$ cat src/common/uoe_regs.svh
// register offsets, field positions and reset values for the out endpoint
// ****************************************************************
// Overview of operation
// ****************************************************************
// Overview of operation
// - writing one to the set-nak strobe sets the nak status flag
// - writing one to the clear-nak strobe clears the nak status flag
// - while stall is set, out transactions get a stall handshake
// - stall wins over nak status and global out nak
// - control endpoint: setup token clears stall; software cannot clear
// - bulk or interrupt endpoint: only software clears stall
// - snoop mode accepts out data without a crc check
// - type field: 00 control, 01 iso, 10 bulk, 11 interrupt
// - otherwise nak status 1 gives nak, else the rx fifo state decides
// - nak status is read-only; only strobes or the device change it
// - iso endpoint drops data when frame parity mismatches the select bit
// - with endpoint active clear, tokens are ignored with no response
// - eleven-bit field holds the max packet length in bytes
// - enable bit set by software, cleared by the device
// - odd-frame strobe sets frame parity, even-frame strobe clears it
// - force-data0 strobe clears data pid, force-data1 strobe sets it
`ifndef UOE_REGS_SVH
`define UOE_REGS_SVH

// ****************************************************************
// register map
// ****************************************************************
`define UOE_CTL_OFFSET 4'h0
`define UOE_CTL_RESET 32'h00000000

// ****************************************************************
// field positions
// ****************************************************************
`define UOE_ENABLE_BIT 31
`define UOE_DISABLE_BIT 30
`define UOE_ODD_D1_BIT 29
`define UOE_EVEN_D0_BIT 28
`define UOE_SET_NAK_BIT 27
`define UOE_CLR_NAK_BIT 26
`define UOE_STALL_BIT 21
`define UOE_SNOOP_BIT 20
`define UOE_TYPE_HI 19
`define UOE_TYPE_LO 18
`define UOE_NAK_STAT_BIT 17
`define UOE_PAR_PID_BIT 16
`define UOE_ACTIVE_BIT 15
`define UOE_MPL_HI 10
`define UOE_MPL_LO 0

`endif

$ cat src/common/uoe_pkg.sv
// types shared by the out endpoint control block
package uoe_pkg;
	// endpoint transfer type encoding
	typedef enum logic [1:0] {
		UOE_TYPE_CONTROL = 2'h0,
		UOE_TYPE_ISO = 2'h1,
		UOE_TYPE_BULK = 2'h2,
		UOE_TYPE_INTR = 2'h3
	} uoe_type_e;

	// handshake answer to an out token
	typedef enum logic [2:0] {
		UOE_HS_NONE = 3'h0,
		UOE_HS_ACK = 3'h1,
		UOE_HS_NAK = 3'h2,
		UOE_HS_STALL = 3'h3,
		UOE_HS_DROP = 3'h4
	} uoe_hs_e;
endpackage

$ cat src/rtl/uoe_wb_slave.sv
// classic wishbone slave front end with one-cycle registered ack
`include "uoe_regs.svh"
module uoe_wb_slave (
	// clock and reset
	input wire logic i_clk,
	input wire logic i_arst_n,
	// wishbone
	input wire logic i_wb_cyc,
	input wire logic i_wb_stb,
	input wire logic i_wb_we,
	input wire logic [3:0] i_wb_adr,
	input wire logic [31:0] i_rd_word,
	output logic [31:0] o_wb_dat,
	output logic o_wb_ack,
	// single-cycle accepted write
	output logic o_wr_pulse
);
	wire req = i_wb_cyc & i_wb_stb & ~o_wb_ack;
	wire hit = (i_wb_adr == `UOE_CTL_OFFSET);

	// write lands at the edge where the master samples ack high
	assign o_wr_pulse = i_wb_cyc & i_wb_stb & o_wb_ack & i_wb_we & hit;

	always_ff @(posedge i_clk or negedge i_arst_n) begin
		if (!i_arst_n) begin
			o_wb_ack <= 1'b0;
			o_wb_dat <= 32'h00000000;
		end else begin
			o_wb_ack <= req;
			// unmapped reads return zero
			o_wb_dat <= (req && hit && !i_wb_we) ? i_rd_word : 32'h00000000;
		end
	end
endmodule

$ cat src/rtl/uoe_endpoint.sv
// out endpoint control: register, handshake choice and toggle tracking
`include "uoe_regs.svh"
module uoe_endpoint
	import uoe_pkg::*;
#(
	parameter int MPL_W = 11
) (
	// clock and reset
	input wire logic i_clk,
	input wire logic i_arst_n,
	// wishbone slave
	input wire logic i_wb_cyc,
	input wire logic i_wb_stb,
	input wire logic i_wb_we,
	input wire logic [3:0] i_wb_adr,
	input wire logic [3:0] i_wb_sel,
	input wire logic [31:0] i_wb_dat,
	output logic [31:0] o_wb_dat,
	output logic o_wb_ack,
	// device-wide state
	input wire logic i_global_out_nak,
	input wire logic i_frame_odd,
	// token and packet events from the link layer
	input wire logic i_out_token,
	input wire logic i_setup_token,
	input wire logic i_data_rx,
	input wire logic i_data_pid,
	input wire logic i_crc_ok,
	input wire logic [MPL_W-1:0] i_data_len,
	input wire logic i_fifo_room,
	input wire logic i_xfer_done,
	// answers
	output uoe_hs_e o_handshake,
	output logic o_hs_valid,
	output logic o_data_accept,
	output logic o_toggle_ok,
	output logic o_enabled,
	output logic o_active
);
	// ****************************************************************
	// bus
	// ****************************************************************
	logic wr;
	logic [31:0] rd_word;
	uoe_wb_slave u_wb (
		.i_clk(i_clk),
		.i_arst_n(i_arst_n),
		.i_wb_cyc(i_wb_cyc),
		.i_wb_stb(i_wb_stb),
		.i_wb_we(i_wb_we),
		.i_wb_adr(i_wb_adr),
		.i_rd_word(rd_word),
		.o_wb_dat(o_wb_dat),
		.o_wb_ack(o_wb_ack),
		.o_wr_pulse(wr)
	);

	// byte lane gated write strobes
	wire wr3 = wr & i_wb_sel[3];
	wire wr2 = wr & i_wb_sel[2];
	wire wr1 = wr & i_wb_sel[1];
	wire wr0 = wr & i_wb_sel[0];
	wire set_nak = wr3 & i_wb_dat[`UOE_SET_NAK_BIT];
	wire clr_nak = wr3 & i_wb_dat[`UOE_CLR_NAK_BIT];
	wire req_hi = wr3 & i_wb_dat[`UOE_ODD_D1_BIT];
	wire req_lo = wr3 & i_wb_dat[`UOE_EVEN_D0_BIT];
	wire en_set = wr3 & i_wb_dat[`UOE_ENABLE_BIT];
	wire dis_req = wr3 & i_wb_dat[`UOE_DISABLE_BIT];

	// ****************************************************************
	// control register state
	// ****************************************************************
	logic enable;
	logic stall;
	logic snoop;
	uoe_type_e ep_type;
	logic nak_stat;
	logic par_pid;
	logic active;
	logic [MPL_W-1:0] max_packet_bytes;

	wire is_ctrl = (ep_type == UOE_TYPE_CONTROL);
	wire is_iso = (ep_type == UOE_TYPE_ISO);
	wire tog_type = (ep_type == UOE_TYPE_BULK) ||
		(ep_type == UOE_TYPE_INTR);

	// token answer decode
	wire tok = i_out_token & active;
	wire fifo_ok = i_fifo_room & ~nak_stat;
	wire crc_ok = i_crc_ok | snoop;
	wire len_ok = (i_data_len <= max_packet_bytes);
	wire par_ok = ~is_iso | (i_frame_odd == par_pid);
	wire pid_ok = ~tog_type | (i_data_pid == par_pid);
	wire pkt_good = i_data_rx & active & crc_ok & len_ok & par_ok;
	wire take = pkt_good & ~stall & ~i_global_out_nak & fifo_ok & enable;

	uoe_hs_e next_hs;
	always_comb begin
		next_hs = UOE_HS_NONE;
		if (tok || (i_data_rx && active)) begin
			if (stall)
				next_hs = UOE_HS_STALL;
			else if (i_global_out_nak || nak_stat || !i_fifo_room)
				next_hs = UOE_HS_NAK;
			else if (i_data_rx && !pkt_good)
				next_hs = UOE_HS_DROP;
			else if (i_data_rx)
				next_hs = UOE_HS_ACK;
		end
	end

	// stall clear: software on bulk/interrupt/iso, setup only on control
	wire sw_stall_wr = wr2;
	wire next_stall = (is_ctrl && i_setup_token && active) ? 1'b0 :
		(sw_stall_wr && i_wb_dat[`UOE_STALL_BIT]) ? 1'b1 :
		(sw_stall_wr && !is_ctrl) ? 1'b0 : stall;

	// nak status: set wins over clear
	wire next_nak = set_nak ? 1'b1 : (clr_nak ? 1'b0 : nak_stat);

	// parity or pid bit
	logic next_pp;
	always_comb begin
		next_pp = par_pid;
		if (take && tog_type && pid_ok)
			next_pp = ~par_pid;
		if (req_lo)
			next_pp = 1'b0;
		if (req_hi)
			next_pp = 1'b1;
	end

	// enable: device clears on disable request or transfer end
	wire next_en = en_set ? 1'b1 :
		((dis_req || i_xfer_done) ? 1'b0 : enable);

	always_ff @(posedge i_clk or negedge i_arst_n) begin
		if (!i_arst_n) begin
			enable <= 1'b0;
			stall <= 1'b0;
			nak_stat <= 1'b0;
			par_pid <= 1'b0;
		end else begin
			enable <= next_en;
			stall <= next_stall;
			nak_stat <= next_nak;
			par_pid <= next_pp;
		end
	end

	always_ff @(posedge i_clk or negedge i_arst_n) begin
		if (!i_arst_n) begin
			snoop <= 1'b0;
			ep_type <= UOE_TYPE_CONTROL;
			active <= 1'b0;
			max_packet_bytes <= '0;
		end else begin
			if (wr2) begin
				snoop <= i_wb_dat[`UOE_SNOOP_BIT];
				ep_type <= uoe_type_e'(i_wb_dat[`UOE_TYPE_HI:`UOE_TYPE_LO]);
			end
			if (wr1)
				active <= i_wb_dat[`UOE_ACTIVE_BIT];
			if (wr1 || wr0) begin
				max_packet_bytes[7:0] <= wr0 ? i_wb_dat[7:0] : max_packet_bytes[7:0];
				max_packet_bytes[MPL_W-1:8] <= wr1 ? i_wb_dat[MPL_W-1:8] : max_packet_bytes[MPL_W-1:8];
			end
		end
	end

	// readback: request strobes read zero
	always_comb begin
		rd_word = 32'h00000000;
		rd_word[`UOE_ENABLE_BIT] = enable;
		rd_word[`UOE_STALL_BIT] = stall;
		rd_word[`UOE_SNOOP_BIT] = snoop;
		rd_word[`UOE_TYPE_HI:`UOE_TYPE_LO] = ep_type;
		rd_word[`UOE_NAK_STAT_BIT] = nak_stat;
		rd_word[`UOE_PAR_PID_BIT] = par_pid;
		rd_word[`UOE_ACTIVE_BIT] = active;
		rd_word[`UOE_MPL_HI:`UOE_MPL_LO] = max_packet_bytes;
	end

	// ****************************************************************
	// registered answers
	// ****************************************************************
	always_ff @(posedge i_clk or negedge i_arst_n) begin
		if (!i_arst_n) begin
			o_handshake <= UOE_HS_NONE;
			o_hs_valid <= 1'b0;
			o_data_accept <= 1'b0;
			o_toggle_ok <= 1'b0;
		end else begin
			o_handshake <= next_hs;
			o_hs_valid <= (next_hs != UOE_HS_NONE);
			o_data_accept <= take;
			o_toggle_ok <= take & pid_ok;
		end
	end

	assign o_enabled = enable;
	assign o_active = active;
endmodule

$ cat config.mk
export PLATFORM = sky130hd
export DESIGN_NAME = uoe_endpoint
export DESIGN_NICKNAME = d
export VERILOG_FILES = /design/src/common/uoe_pkg.sv /design/src/rtl/uoe_wb_slave.sv /design/src/rtl/uoe_endpoint.sv
export VERILOG_INCLUDE_DIRS = /design/src /design/src/common
export SDC_FILE = /design/constraint.sdc
export NUM_CORES = 1
export LEC_CHECK = 0
export BUFFER_PORTS_ARGS = -buffer_cell sky130_fd_sc_hd__buf_4
export CAP_MARGIN = 20
export CORE_UTILIZATION = 30
export DETAILED_ROUTE_END_ITERATION = 6
export GPL_ROUTABILITY_DRIVEN = 1
export PLACE_DENSITY = 0.56
export RECOVER_POWER = 50
export SLEW_MARGIN = 40
export SYNTH_ARGS = -nofsm -noshare
export SYNTH_HDL_FRONTEND = slang
export SYNTH_SLANG_ARGS = --single-unit
$ cat constraint.sdc
create_clock -name i_clk -period 1.69 [get_ports i_clk]
set_input_delay 0.0845 -clock i_clk [delete_from_list [all_inputs] [get_ports i_clk]]
set_output_delay 0.0845 -clock i_clk [all_outputs]
set_load 0.005 [all_outputs]
==> run summary <==
OUTCOME
-----------------------------------------------------------------------------------------------------
Outcome                                                                                  complete, but fails checks
Violations in the final reports                                                          negative setup slack

STA
-----------------------------------------------------------------------------------------------------
Maximum operating frequency                                                                 0.572 GHz
Final Worst Setup Slack                                                                    -0.0591 ns
Worst clock skew                                                                           0.00513 ns
Unrepaired setup endpoints after global routing                                                   yes
Max-slew headroom at the worst pin                                                              24.1%
Post-route minimum period                                                                     1.75 ns
Final worst-path cycle share                                                                     103%
Final setup violation count                                                                         4
Actual slew at the worst max-slew pin                                                         1.14 ns
Max-slew violations                                                                                 0
Final Hold Fails                                                                                    0

WORST HOLD PATH
-----------------------------------------------------------------------------------------------------
Hold Path Stages                                                                                    2
Min-Delay Path Class                                                                     input pin to flip-flop

GRT
-----------------------------------------------------------------------------------------------------
Wire length of the first global-routing pass                                                  7.60 mm
Vias in the first global route                                                                   1629
Global-route usage over all layers                                                              13.1%
Maximum number of pins on one net before global-route repair                                       46
Antenna violations before repair                                                                    0
GR Overflow Total                                                                                   0

ROUTE
-----------------------------------------------------------------------------------------------------
Starting DRT DRC Count                                                                             20
Via count                                                                                        1645
Number of vias per cell after detailed routing                                                   4.24
Length of the first detailed-routing pass in iterations                                             4
Post-route DRC                                                                                      0
Wire length after detailed routing                                                            4.79 mm
Post-route ant nets                                                                                 0
Mean routed wirelength per cell                                                               12.4 um

WORST SETUP PATH
-----------------------------------------------------------------------------------------------------
Worst setup path end                                                                     o_handshake[2]
Category of the worst setup path launch point                                               flip-flop
Critical path capture point type                                                            flip-flop
Capture instance of the worst register-to-register path                                  o_handshake[2]
Highest fanout seen on the critical path                                                            4
WP data required                                                                              1.87 ns
Startpoint of the lowest-slack register-to-register path                                 max_packet_bytes[9]
Reg-to-reg slack, setup                                                                      -0.06 ns
Arrival time of the worst setup path                                                          1.93 ns
Path type of the worst setup path                                                        flip-flop to flip-flop
Source of the critical timing path                                                       max_packet_bytes[9]
Cell depth of the worst flop-to-flop path                                                           7

CLOCK TREE
-----------------------------------------------------------------------------------------------------
# H-tree levels                                                                                     2
Root Buffer                                                                                  clkbuf_8
Cts bufs inserted                                                                                   5
TritonCTS clock tree                                                                              yes
Clock sinks                                                                                        45
Clock edge transition at the registers on the reported setup and hold paths                   0.08 ns
Source-to-sink clock delay at the later pin of the worst-skew pair                            0.29 ns
Clock Path Buffers                                                                                  2

SYNTH
-----------------------------------------------------------------------------------------------------
Multiplexer share of the synthesized area                                                       10.1%
Area contributors post-synth                                                             dfrtp_1, mux2_4, ha_1
Number of synthesized flops with an enable pin                                                      0
Top cell types by occurrence after synthesis                                             dfrtp_1, and2_1, inv_1
Cell Area, Synth                                                                           2220 sq um
Area share of the largest cell type after synthesis                                             50.6%
Largest family of logic cells by synthesized area                                        simple AND/OR/NAND/NOR gates
Share of the yosys chip area belonging to registers                                             50.6%
Most repeated cell in the gate-level netlist after synthesis                                  dfrtp_1
Netlist cell types                                                                                 37
Leading area contributor after synthesis                                                      dfrtp_1
Leading register cell type out of synthesis                                                   dfrtp_1
Share of synthesized registers carrying an async set or reset                                    100%
Avg Cell Area, Syn                                                                         12.3 sq um
Xor/xnor share of the synthesized area                                                         0.788%
Cells after synthesis                                                                             181
Number of synthesized register bits                                                                45
Post-synthesis share of cell area spent on full adders, half adders and majority gates          6.19%
Area fraction in compound gates after synthesis                                                 7.65%
Post-synthesis share of cell area spent on and, or, nand and nor gates                          16.8%
YS warnings                                                                                         0

DIE
-----------------------------------------------------------------------------------------------------
Number of placed I/O pins                                                                         106
Total number of placement rows                                                                     31
Vertical die dimension                                                                        88.1 um
Initial cell density of the core                                                                30.8%
Die width                                                                                     88.1 um
Floorplan die area                                                                         7760 sq um
Core outline area                                                                          7210 sq um

LAYOUT
-----------------------------------------------------------------------------------------------------
Share of layout cells above drive strength 1                                                    52.6%
Number of filler cells placed in the layout                                                       707
Number of diodes                                                                                    0
Number of nets in the final layout                                                                364
Area overhead of the layout relative to synthesis                                               49.1%
Post-route non-filler standard cell count                                                         388
Final design instance area without fill                                                    3310 sq um
Register area                                                                              1130 sq um
Multi-input logic area                                                                     1110 sq um

POWER
-----------------------------------------------------------------------------------------------------
Maximum ir drop on the vdd rail                                                              0.245 mV
Leakage Power                                                                                 1.72 nW
Power per Cell Area                                                                       661 nW/um^2
Total power                                                                                 0.00219 W

PLACEMENT
-----------------------------------------------------------------------------------------------------
Area after detailed placement                                                              3060 sq um
Total of buffers placed on input and output ports                                                  82
Final HPWL from detailed placement                                                            3.62 mm
Placed Instances                                                                                  375
Final Wtd Congestion                                                                            0.695

JOB
-----------------------------------------------------------------------------------------------------
Max Cap Viol                                                                                        0

## state kept, by name (all words and copies together) (netlist names), 2 cells and up
signal and flops:
ep_type 2, u_wb.o_wb_dat 19, max_packet_bytes 11, o_handshake 3
## placed cells by master, fill, tap and decap left out, types with 5 or more instances in the layout
cell type	n
buf_4	87
dfrtp_1	45
and2_1	19
mux2_4	15
conb_1	13
inv_1	10
nand2_1	9
clkbuf_4	9
inv_2	6
nor2_1	6
ha_4	6
clkbuf_8	6
ha_1	5
## how the worst min path moves through the flow
stage | start | to | slack, ns
global route | i_wb_dat[10] | max_packet_bytes[10] | 0.002
finish | i_wb_dat[27] | nak_stat | 0.02
floorplan | i_arst_n | ep_type[0] | -0.21
detailed placement | i_arst_n | u_wb.o_wb_dat[3] | 0.13
global placement | i_arst_n | u_wb.o_wb_dat[3] | 0.13
CTS | i_wb_dat[10] | max_packet_bytes[10] | 0.008
## critical path, stage by stage, from the launching register on
cell	delay (ns)
dfrtp_1	0.38
inv_1	0.09
ha_4	0.20
nand4_1	0.17
inv_2	0.06
a2111oi_4	0.46
o21ai_2	0.12
and4_1	0.17
## per-stage QoR
stage | setup slack (ns) | hold WS, ns | util [%] | setup TNS [ns]
final | -0.0591 | 0.0172 | 45.9 | -0.173
after floorplan | 0.00694 | -0.211 | - | 0
after CTS | -0.0856 | 0.00793 | 45.9 | -0.246
after global placement | -0.112 | 0.129 | 42.4 | -0.352
after global routing | -0.171 | 0.00246 | 45.9 | -0.757
after detailed placement | -0.140 | 0.126 | 42.4 | -0.478
## cells by family (layout without fill, tap and decap cells)
| group | Yosys count | after routing |
|---|---|---|
| muxes | 15 | 15 |
| buffers and inverters | 30 | 126 |
| and+or+nand+nor | 53 | 53 |
| DFF | 45 | 45 |
| xor gates and xnor gates | 2 | 2 |
| adders and majority gates | 11 | 11 |
| other | 1 | 13 |
| AOI/OAI and AO/OA | 24 | 24 |
## power by group
| part | switching, W | leakage [nW] | total (W) | internal, W |
|---|---|---|---|---|
| registers | 0.0000106 | 0.627 | 0.00110 | 0.00109 |
| clock network | 0.000342 | 0.0585 | 0.000824 | 0.000482 |
| logic | 0.000117 | 1.03 | 0.000269 | 0.000152 |
| total | 0.000470 | 1.72 | 0.00219 | 0.00172 |
## final cells by class
| type | instances | area share [%] |
|---|---|---|
| clock buffers | 7 | 2.60 |
| clock inverters | 1 | 0.906 |
| inverters | 16 | 1.81 |
| multi-input cells | 118 | 33.4 |
| flip-flops and latches | 45 | 34.0 |
| well taps | 99 | 3.74 |
| repair buffers | 102 | 23.5 |
## layer usage
layer / part of all wire (%) / vias to the layer above / global-route usage (%)
met2: 50 / 57 / 22.1
met1: 44 / 781 / 16.5
met3: 5.6 / 4 / 2.73
met5: 0 / - / 0
li1: - / 803 / -
met4: 1.1 / 0 / 4.84
## timing repair
item | in CTS | in global routing
setup buffers | 2 | 0
hold endpoints to repair | 47 | 0
endpoints found under the setup margin | 5 | 5
gates resized for setup | 18 | 3
hold buffers | 3 | 0
pin swaps | 12 | 4
Note: power is estimated with default switching activity, not from simulation.
